### config.mk
export PLATFORM = sky130hd
export DESIGN_NAME = sdlso_lane_regs
export DESIGN_NICKNAME = d
export VERILOG_FILES = /design/src/logic/sdlso_sync_edge.v /design/src/logic/sdlso_lane_regs.v
export VERILOG_INCLUDE_DIRS = /design/src /design/src/logic
export SDC_FILE = /design/constraint.sdc
export NUM_CORES = 1
export LEC_CHECK = 0
export ABC_AREA = 1
export BUFFER_PORTS_ARGS = -buffer_cell sky130_fd_sc_hd__buf_2
export CORE_MARGIN = 2
export CORE_UTILIZATION = 52
export CTS_BUF_LIST = sky130_fd_sc_hd__clkbuf_4 sky130_fd_sc_hd__clkbuf_8
export DETAILED_ROUTE_END_ITERATION = 6
export GPL_TIMING_DRIVEN = 0
export PLACE_DENSITY = 0.82
export SYNTH_ARGS = -nofsm -noshare
export SYNTH_HDL_FRONTEND = slang
export SYNTH_SLANG_ARGS = --single-unit
export TNS_END_PERCENT = 10
### constraint.sdc
create_clock -name i_clock -period 1.44 [get_ports i_clock]
set_clock_uncertainty 0.1 [all_clocks]
set_input_delay 0.144 -clock i_clock [delete_from_list [all_inputs] [get_ports i_clock]]
set_output_delay 0.144 -clock i_clock [all_outputs]
set_load 0.02 [all_outputs]
### src/logic/sdlso_defs.vh
// Constants for the SerDes lane status and override register block
`ifndef SDLSO_DEFS_VH
`define SDLSO_DEFS_VH

`define SDLSO_ADDR_W 12
`define SDLSO_BASE 12'h800
`define SDLSO_OFF_STAT 12'h000
`define SDLSO_OFF_OUT 12'h004
`define SDLSO_OFF_IRQ_STAT 12'h040
`define SDLSO_OFF_IRQ_MASK 12'h044

`define SDLSO_STAT_TOP 31:30
`define SDLSO_STAT_TOP_RST 2'h1
`define SDLSO_STAT_LOSF 29:28
`define SDLSO_STAT_RSV27 27:24
`define SDLSO_STAT_RXEQ 23:21
`define SDLSO_STAT_ALIGN 19
`define SDLSO_STAT_HALF 16
`define SDLSO_STAT_MID 15:10
`define SDLSO_STAT_MID_RST 6'h20
`define SDLSO_STAT_BOOST 9:6

`define SDLSO_OUT_OVR 31
`define SDLSO_OUT_RSV 30:26
`define SDLSO_OUT_BOOST 25:22
`define SDLSO_OUT_BOOST_RST 4'h0
`define SDLSO_OUT_PRES 21:3
`define SDLSO_OUT_SLOSS 2

`define SDLSO_IRQ_W 2
`define SDLSO_IRQ_FIELD 1:0
`define SDLSO_IRQ_SLOSS_RISE 0
`define SDLSO_IRQ_SLOSS_FALL 1

`endif

### src/logic/sdlso_sync_edge.v
// Edge detector on a sampled level, one flag per edge direction
`timescale 1ns/1ns
`default_nettype none

module sdlso_sync_edge (
    input wire i_clock,
    input wire i_rst_n,
    input wire i_level,
    output reg o_level_q,
    output wire o_rise,
    output wire o_fall
);

    always @(posedge i_clock) begin
        if (!i_rst_n) begin
            o_level_q <= 1'b0;
        end else begin
            o_level_q <= i_level;
        end
    end

    assign o_rise = i_level & ~o_level_q;
    assign o_fall = ~i_level & o_level_q;

endmodule // sdlso_sync_edge

`default_nettype wire

### src/logic/sdlso_lane_regs.v
// Register bank for one SerDes lane: default status and transmit override
`timescale 1ns/1ns
`default_nettype none
`include "sdlso_defs.vh"

module sdlso_lane_regs (
    input wire i_clock,
    input wire i_rst_n,
    input wire [11:0] i_addr,
    input wire [31:0] i_wdata,
    input wire i_wr,
    input wire i_rd,
    output reg [31:0] o_rdata,
    input wire [1:0] i_signal_loss_filter_mode,
    input wire [2:0] i_receive_equaliser_setting,
    input wire i_align_enable,
    input wire i_half_rate,
    input wire [3:0] i_tx_boost_default,
    input wire i_signal_loss_indicator,
    output reg [3:0] o_tx_boost,
    output reg o_transmit_override_enable,
    output reg o_irq
);

    // ------------------------------------------------------------
    // Captured defaults
    // ------------------------------------------------------------
    reg [1:0] losf_q;
    reg [1:0] losf_d;
    reg [2:0] rxeq_q;
    reg [2:0] rxeq_d;
    reg align_q;
    reg align_d;
    reg half_q;
    reg half_d;
    reg [3:0] dflt_boost_q;
    reg [3:0] dflt_boost_d;
    reg rst_seen_q;
    reg rst_seen_d;

    // Taken once, on the first clock out of reset
    always @* begin
        rst_seen_d = rst_seen_q;
        losf_d = losf_q;
        rxeq_d = rxeq_q;
        align_d = align_q;
        half_d = half_q;
        dflt_boost_d = dflt_boost_q;
        if (!rst_seen_q) begin
            rst_seen_d = 1'b1;
            losf_d = i_signal_loss_filter_mode;
            rxeq_d = i_receive_equaliser_setting;
            align_d = i_align_enable;
            half_d = i_half_rate;
            dflt_boost_d = i_tx_boost_default;
        end
    end

    // Later moves on the lane levels never reach the status word
    always @(posedge i_clock) begin
        if (!i_rst_n) begin
            rst_seen_q <= 1'b0;
            losf_q <= 2'h0;
            rxeq_q <= 3'h0;
            align_q <= 1'b0;
            half_q <= 1'b0;
            dflt_boost_q <= 4'h0;
        end else begin
            rst_seen_q <= rst_seen_d;
            losf_q <= losf_d;
            rxeq_q <= rxeq_d;
            align_q <= align_d;
            half_q <= half_d;
            dflt_boost_q <= dflt_boost_d;
        end
    end

    // ------------------------------------------------------------
    // Address decode
    // ------------------------------------------------------------
    wire [11:0] rel;
    wire in_window;
    reg hit_stat;
    reg hit_out;
    reg hit_istat;
    reg hit_imask;

    assign in_window = (i_addr >= `SDLSO_BASE);
    assign rel = i_addr - `SDLSO_BASE;

    // Below the base or off the map selects nothing
    always @* begin
        hit_stat = 1'b0;
        hit_out = 1'b0;
        hit_istat = 1'b0;
        hit_imask = 1'b0;
        if (in_window) begin
            case (rel)
                `SDLSO_OFF_STAT: begin
                    hit_stat = 1'b1;
                end
                `SDLSO_OFF_OUT: begin
                    hit_out = 1'b1;
                end
                `SDLSO_OFF_IRQ_STAT: begin
                    hit_istat = 1'b1;
                end
                `SDLSO_OFF_IRQ_MASK: begin
                    hit_imask = 1'b1;
                end
                default: begin
                    hit_stat = 1'b0;
                end
            endcase
        end
    end

    // ------------------------------------------------------------
    // Output status and override register
    // ------------------------------------------------------------
    reg ovr_q;
    reg ovr_d;
    reg [4:0] rsv_q;
    reg [4:0] rsv_d;
    reg [3:0] boost_q;
    reg [3:0] boost_d;
    reg [18:0] pres_q;
    reg [18:0] pres_d;

    // Bits 31 to 3 written; loss bit and bits 1:0 have no storage
    always @* begin
        ovr_d = ovr_q;
        rsv_d = rsv_q;
        boost_d = boost_q;
        pres_d = pres_q;
        if (i_wr && hit_out) begin
            ovr_d = i_wdata[`SDLSO_OUT_OVR];
            rsv_d = i_wdata[`SDLSO_OUT_RSV];
            boost_d = i_wdata[`SDLSO_OUT_BOOST];
            pres_d = i_wdata[`SDLSO_OUT_PRES];
        end
    end

    always @(posedge i_clock) begin
        if (!i_rst_n) begin
            ovr_q <= 1'b0;
            rsv_q <= 5'h00;
            boost_q <= `SDLSO_OUT_BOOST_RST;
            pres_q <= 19'h00000;
        end else begin
            ovr_q <= ovr_d;
            rsv_q <= rsv_d;
            boost_q <= boost_d;
            pres_q <= pres_d;
        end
    end

    // ------------------------------------------------------------
    // Applied transmit controls
    // ------------------------------------------------------------
    reg [3:0] tx_boost_d;
    reg ovr_en_d;

    // Code zero passes through as no boost to the lane
    always @* begin
        ovr_en_d = ovr_q;
        tx_boost_d = dflt_boost_q;
        if (ovr_q) begin
            tx_boost_d = boost_q;
        end
    end

    always @(posedge i_clock) begin
        if (!i_rst_n) begin
            o_tx_boost <= 4'h0;
            o_transmit_override_enable <= 1'b0;
        end else begin
            o_tx_boost <= tx_boost_d;
            o_transmit_override_enable <= ovr_en_d;
        end
    end

    // ------------------------------------------------------------
    // Loss indicator events
    // ------------------------------------------------------------
    wire sloss_q;
    wire sloss_rise;
    wire sloss_fall;
    reg [1:0] istat_q;
    reg [1:0] istat_d;
    reg [1:0] imask_q;
    reg [1:0] imask_d;
    reg irq_d;
    reg [1:0] ev;
    reg [1:0] clr;

    sdlso_sync_edge sdlso_sync_edge_inst (
        .i_clock(i_clock),
        .i_rst_n(i_rst_n),
        .i_level(i_signal_loss_indicator),
        .o_level_q(sloss_q),
        .o_rise(sloss_rise),
        .o_fall(sloss_fall)
    );

    always @* begin
        ev = 2'h0;
        ev[`SDLSO_IRQ_SLOSS_RISE] = sloss_rise;
        ev[`SDLSO_IRQ_SLOSS_FALL] = sloss_fall;
        clr = 2'h0;
        if (i_wr && hit_istat) begin
            clr = i_wdata[`SDLSO_IRQ_FIELD];
        end
    end

    // Set wins over a simultaneous clear; level uses next mask
    always @* begin
        istat_d = (istat_q & ~clr) | ev;
        imask_d = imask_q;
        if (i_wr && hit_imask) begin
            imask_d = i_wdata[`SDLSO_IRQ_FIELD];
        end
        irq_d = |(istat_d & imask_d);
    end

    always @(posedge i_clock) begin
        if (!i_rst_n) begin
            istat_q <= 2'h0;
            imask_q <= 2'h0;
            o_irq <= 1'b0;
        end else begin
            istat_q <= istat_d;
            imask_q <= imask_d;
            o_irq <= irq_d;
        end
    end

    // ------------------------------------------------------------
    // Read path; status word has no write path at all
    // ------------------------------------------------------------
    reg [31:0] stat_word;
    reg [31:0] out_word;
    reg [31:0] rd_d;
    reg [31:0] rdata_d;

    // Fixed and captured fields laid in bit order; none overlap
    always @* begin
        stat_word = 32'h0;
        stat_word[`SDLSO_STAT_TOP] = `SDLSO_STAT_TOP_RST;
        stat_word[`SDLSO_STAT_LOSF] = losf_q;
        stat_word[`SDLSO_STAT_RXEQ] = rxeq_q;
        stat_word[`SDLSO_STAT_ALIGN] = align_q;
        stat_word[`SDLSO_STAT_HALF] = half_q;
        stat_word[`SDLSO_STAT_MID] = `SDLSO_STAT_MID_RST;
        stat_word[`SDLSO_STAT_BOOST] = dflt_boost_q;
    end

    always @* begin
        out_word = 32'h0;
        out_word[`SDLSO_OUT_OVR] = ovr_q;
        out_word[`SDLSO_OUT_RSV] = rsv_q;
        out_word[`SDLSO_OUT_BOOST] = boost_q;
        out_word[`SDLSO_OUT_PRES] = pres_q;
        out_word[`SDLSO_OUT_SLOSS] = sloss_q;
    end

    always @* begin
        rd_d = 32'h0;
        if (hit_stat) begin
            rd_d = stat_word;
        end else if (hit_out) begin
            rd_d = out_word;
        end else if (hit_istat) begin
            rd_d[`SDLSO_IRQ_FIELD] = istat_q;
        end else if (hit_imask) begin
            rd_d[`SDLSO_IRQ_FIELD] = imask_q;
        end
    end

    // Read data stands one cycle, zero otherwise
    always @* begin
        rdata_d = 32'h0;
        if (i_rd) begin
            rdata_d = rd_d;
        end
    end

    always @(posedge i_clock) begin
        if (!i_rst_n) begin
            o_rdata <= 32'h0;
        end else begin
            o_rdata <= rdata_d;
        end
    end

endmodule // sdlso_lane_regs

`default_nettype wire

==> results of run 1 <==
-- layer usage --
layer | share of wire [%] | GRT usage (%) | up-vias
met2 | 49 | 43.2 | 96
met3 | 6.0 | 4.75 | 21
met1 | 42 | 29.2 | 1289
li1 | - | - | 1461
met5 | 0 | 0 | -
met4 | 2.7 | 11.9 | 0
-- kinds of logic (layout without fill, tap and decap cells) --
kind of cell | after synthesis | in the layout | share of synthesized area, %
flip-flops | 84 | 84 | 56.2
buffers and inverters | 55 | 209 | 8.36
AO/OA/AOI/OAI | 69 | 69 | 11.9
AND/OR/NAND/NOR | 159 | 159 | 23.5
-- state kept, by name (all words and copies together) (netlist names), 3 cells and up --
name / count
boost_q: 4
pres_q: 19
o_tx_boost: 4
o_rdata: 32
dflt_boost_q: 4
rsv_q: 5
rxeq_q: 3
-- how the worst min path moves through the flow --
| stage | startpoint | endpoint | slack, ns |
|---|---|---|---|
| 3_3_place_gp | i_rst_n | rst_seen_q$_DFF_P_ | 0.25 |
| 6_report | i_wdata[1] | imask_q[1]$_SDFF_PN0_ | 0.01 |
| 5_1_grt | i_wdata[1] | imask_q[1]$_SDFF_PN0_ | 0.04 |
| 3_5_place_dp | i_rst_n | rst_seen_q$_DFF_P_ | 0.25 |
| 2_1_floorplan | i_rst_n | rst_seen_q$_DFF_P_ | 0.07 |
| 4_1_cts | i_wdata[1] | imask_q[1]$_SDFF_PN0_ | 0.009 |
-- timing repair --
item	CTS	global route
hold buffers	42	0
hold endpoints to repair	42	0
gates resized for setup	0	0
-- cells in the mapped netlist --
library cell   n  area share, %
nor2_4         2           0.75
nand3_1       19            3.2
and2_1         1           0.21
nor2_1        87             11
o31ai_1        3           0.75
buf_6          5            1.9
buf_2          5           0.84
nand2_2        3           0.63
nor3_4         1           0.54
o21ai_1        1           0.17
o22ai_1        2           0.42
dfxtp_1       84             56
clkbuf_1       6           0.75
nor2_2        14            2.9
inv_2          3           0.38
nand4_1        3           0.63
a21oi_1       13            2.2
or2_2          1           0.21
nand2_1       27            3.4
inv_1         35            4.4
o21ai_0       50            8.4
buf_1          1           0.13
nor3_1         1           0.17
-- power by group through the flow --
stage	logic (mW)	registers [mW]	clock network (mW)
2_1_floorplan	0.0913	2.43	0
3_3_place_gp	0.214	2.42	0
6_report	0.310	2.37	1.67
5_1_grt	0.343	2.38	1.77
3_5_place_dp	0.218	2.43	0
4_1_cts	0.306	2.37	1.69
-- worst register-to-register path, cell delays in order, from the launching register on --
cell	delay [ns]
dfxtp_1	0.33
clkbuf_1	0.37
o21ai_0	0.19
a21oi_1	0.15
-- through the flow --
stage / setup slack (ns) / util, % / cells / TNS (ns)
after global placement: -0.142 / 64.3 / 535 / -3.54
after detailed placement: -0.188 / 64.3 / 535 / -5.77
after CTS: 0.159 / 75.5 / 593 / 0
after global routing: 0.0217 / 75.5 / 593 / 0
after floorplan: 0.101 / - / 367 / 0
final: 0.168 / 75.5 / 593 / 0
-- layout make-up --
| class | count | area, µm² |
|---|---|---|
| clock inverter | 6 | 63.8 |
| clock buffer | 10 | 138 |
| fill | 417 | 1360 |
| timing repair buffer | 138 | 901 |
| tap | 72 | 90.1 |
| multi-input combinational | 228 | 1060 |
| buffer | 17 | 108 |
| sequential | 84 | 1680 |
| inverter | 38 | 143 |
==> qor.yml, run 1 <==
status:
  status: "finished clean"
setup_path:
  crit_required_ns: 1.58
  r2r_start: "ovr_en_d$_SDFFE_PN0P_"
  timing.rr.end: "o_tx_boost[2]$_SDFF_PN0_"
  r2r_setup_slack_ns: 0.23
  worstPathArrival_ns: 1.42
  path_class: "in2reg"
  max_stage_delay_ns: 0.16
  worst_setup_path_start_kind: "input pin"
  r2r.worst_path.cells: 3
  endpoint: "pres_q[15]$_SDFFE_PN0P_"
  endpoint_kind: "flip-flop"
  cp_common_cell: "nor2_2"
  crit_chain: "buf_2, nor2_2, nand3_1, nor2_2, nand2_2, nor2_4, inv_2, buf_6, buf_6, nor2_2, nor2_1"
  path_depth: 11
  critPathSlowestCell: "nor2_2"
  critPathMaxFanout: 10
  worstSetupStartpoint: "i_addr[0]"
  critical_path.top_delay_family: "simple AND/OR/NAND/NOR gates"
  cp_num_buf_inv: 4
grt:
  grt.total_usage_pct: 24.8
  antenna_found_initial: 0
  grt_pass1_wl_um: 12200
  grt_max_degree: 15
  grt_pass1_vias: 2796
  overflow: 0
floorplan:
  coreArea_um2: 5540
  pin_count: 98
  die_area_um2: 6380
  rows: 27
  die_x_um: 79.9
  die_h_um: 79.9
  initial_core_util_pct: 54.0
detailed_routing:
  drc: 0
  vias: 2867
  wl_um: 7480
  vias_per_cell: 4.83
  drt_first_pass_iters: 4
  wl_per_cell_um: 12.6
  antenna_left: 0
  drtIter0Drc: 141
clock_network:
  cts_buffers: 9
  clockBufferDepth: 2
  clk_latency_ns: 0.35
  cts_tree: "yes"
  cts_num_sinks: 84
  post-cts-setup-buffers: 0
  root_buffer: "clkbuf_8"
  htree_num_levels: 3
  clkTransAtPathRegs_ns: 0.08
cells_and_area:
  final_common_cell: "buf_2"
  area_delta_synth_final_pct: 39.9
  finalInstanceArea_um2: 4180
  drive_gt1_share_pct: 28.0
  fin_nets: 576
  diodes: 0
  final_cell_mix: "buf_2 (101), nor2_1 (87), dfxtp_1 (84)"
placement:
  gp_congestion: 0.811
  portBuffers: 96
  postPlaceCellArea_um2: 3560
  hpwlAfterDp_um: 5040
sta:
  timing.final.crit_share_pct: 88.3
  max_slew.worst_pin.slew_ns: 0.462
  finalHoldViolations: 0
  setup_viol: 0
  fin_crit_ns: 1.27
  maxSlewHeadroom_pct: 69.2
  fmax_mhz: 786
  holdWs_ns: 0.0127
  rsz0062_at_grt: "false"
  drv_slew: 0
logic_synthesis:
  ys_ff_latch: 84
  synth-warning-count: 0
  netlist_instances: 367
  syn_nets: 427
  yosysUniqueCellTypes: 23
  synth_seq_area_share_pct: 56.2
  syn_area_per_cell_um2: 8.15
  netlist_area_um2: 2990
pwr:
  sequentialPowerShare_pct: 54.5
  p_switching_mw: 0.986
  ir_drop_uv: 838
  switching_share_pct: 22.6
  p_comb_share_pct: 7.1
  power_frac_clock_pct: 38.4
  power.density_nw_per_um2: 1040
  p_total_mw: 4.35
  cellInternalPower_mw: 3.37
  p_leak_nw: 1.94
hold_path:
  hold_path_depth: 3
  min_path_type: "in2reg"
run:
  cap_violations: 0
No activity file was read; power rests on OpenSTA's default activity.
==> inputs of run 2 (changes only) <==
CORE_MARGIN = 4   (was 2)
==> qor.yml, run 2 (synthesis gave the netlist of run 1 again) <==
clock_network:
  cts_buffers: 9
  clockBufferDepth: 2
  clk_latency_ns: 0.35
  clkTransAtPathRegs_ns: 0.08
  post-cts-setup-buffers: 0
  cts_num_sinks: 84
  root_buffer: "clkbuf_8"
  htree_num_levels: 3
  cts_tree: "yes"
sta:
  maxSlewHeadroom_pct: 67.3
  drv_slew: 0
  max_slew.worst_pin.slew_ns: 0.490
  timing.final.crit_share_pct: 87.6
  worst_slack_ns: 0.178
  setup_viol: 0
  holdWs_ns: 0.0184
  fin_crit_ns: 1.26
  finalHoldViolations: 0
  fmax_mhz: 792
  rsz0062_at_grt: "false"
grt:
  grt_max_degree: 14
  antenna_found_initial: 0
  grt_pass1_vias: 3013
  overflow: 0
  grt.total_usage_pct: 23.9
  grt_pass1_wl_um: 13500
cells_and_area:
  diodes: 0
  fillers: 415
  top_register: "o_rdata"
  final_cell_mix: "buf_2 (101), nor2_1 (87), dfxtp_1 (84)"
  area_delta_synth_final_pct: 40.4
  multiInputGateArea_um2: 1060
  largest_register_ffs: 32
  drive_gt1_share_pct: 28.0
  largest_registers: "o_rdata: 32 flops, pres_q: 19 flops, rsv_q: 5 flops"
  final_common_cell: "buf_2"
  seqCellArea_um2: 1680
  fin_nets: 576
floorplan:
  rows: 27
  pin_count: 98
  die_x_um: 83.9
  coreArea_um2: 5540
  die_area_um2: 7030
  initial_core_util_pct: 54.0
  die_h_um: 83.9
setup_path:
  worst_setup_path_start_kind: "input pin"
  worstPathArrival_ns: 1.45
  endpoint_kind: "flip-flop"
  crit_required_ns: 1.63
  max_stage_delay_ns: 0.21
  critPathMaxFanout: 10
  crit_chain: "buf_2, nor2_2, nand3_1, nor2_2, nand2_2, inv_2, nand2_2, buf_6, nor2_1"
  path_class: "in2reg"
  critPathSlowestCell: "nand2_2"
placement:
  gp_congestion: 0.792
  hpwlAfterDp_um: 5180
  dp_slack_ns: -0.161
  portBuffers: 96
run:
  cap_violations: 0
detailed_routing:
  wl_per_cell_um: 13.3
  wl_um: 7910
  vias: 2861
  vias_per_cell: 4.82
  drc: 0
  drt_first_pass_iters: 4
  drtIter0Drc: 176
  antenna_left: 0
pwr:
  p_total_mw: 4.46
  p_leak_nw: 1.95
  ir_drop_uv: 805
  power.density_nw_per_um2: 1060
status:
  status: "finished clean"
hold_path:
  min_path_type: "in2reg"
## run 2: changes by cell type in the layout (fill, tap and decap cells not counted), sizes merged
cell,change
clkbuf,+3
clkinv,-1
clkinvlp,-2
## run 2: stage by stage
stage,TNS (ns),area (µm²),std cells,utilization (%)
finish,0,4200,593,75.8
CTS,0,4200,593,75.8
floorplan,0,2990,367,-
detailed placement,-4.45,3560,535,64.3
global route,0,4200,593,75.8
global placement,-3.27,3560,535,64.3
## run 2: repair_timing
action | in CTS | in global routing
hold buffers | 42 | 0
gates resized for setup | 0 | 0
hold endpoints to repair | 43 | 0
## run 2: routing by layer
layer	global-route usage [%]	share of wire, %	up-vias	routed length (µm)
met4	8.48	1.9	0	148
met3	6.22	6.0	18	476
li1	-	-	1459	-
met1	27.9	41	1275	3240
met5	0	0	-	0
met2	42.1	51	109	4040
## run 2: power by group
group	internal (mW)	switching [mW]	leakage, nW
registers	2.35	0.0177	0.681
logic	0.169	0.145	1.16
clock network	0.964	0.810	0.113
## run 2: path summary, 6_finish.rpt
kind,slack [ns],startpoint,end,cells after the start
max reg2reg,0.19,ovr_en_d$_SDFFE_PN0P_,o_tx_boost[2]$_SDFF_PN0_,3
min,0.02,i_wdata[1],imask_q[1]$_SDFF_PN0_,3
min reg2reg,0.33,pres_q[2]$_SDFFE_PN0P_,o_rdata[5]$_SDFF_PP0_,2
max,0.18,i_addr[0],o_rdata[20]$_SDFF_PP0_,9
## run 2: cell type report
type | count | share of cell area [%]
sequential | 84 | 40.0
clock buffer | 13 | 4.11
clock inverter | 3 | 1.04
tap | 72 | 2.15
buffer | 17 | 2.56
timing repair buffer | 138 | 21.5
multi-input combinational | 228 | 25.2
inverter | 38 | 3.40
## run 2: worst max-delay path: cells and delay by family
family | cells | cell delay, ns
buf+inv | 3 | 0.48
simple gates | 6 | 0.81
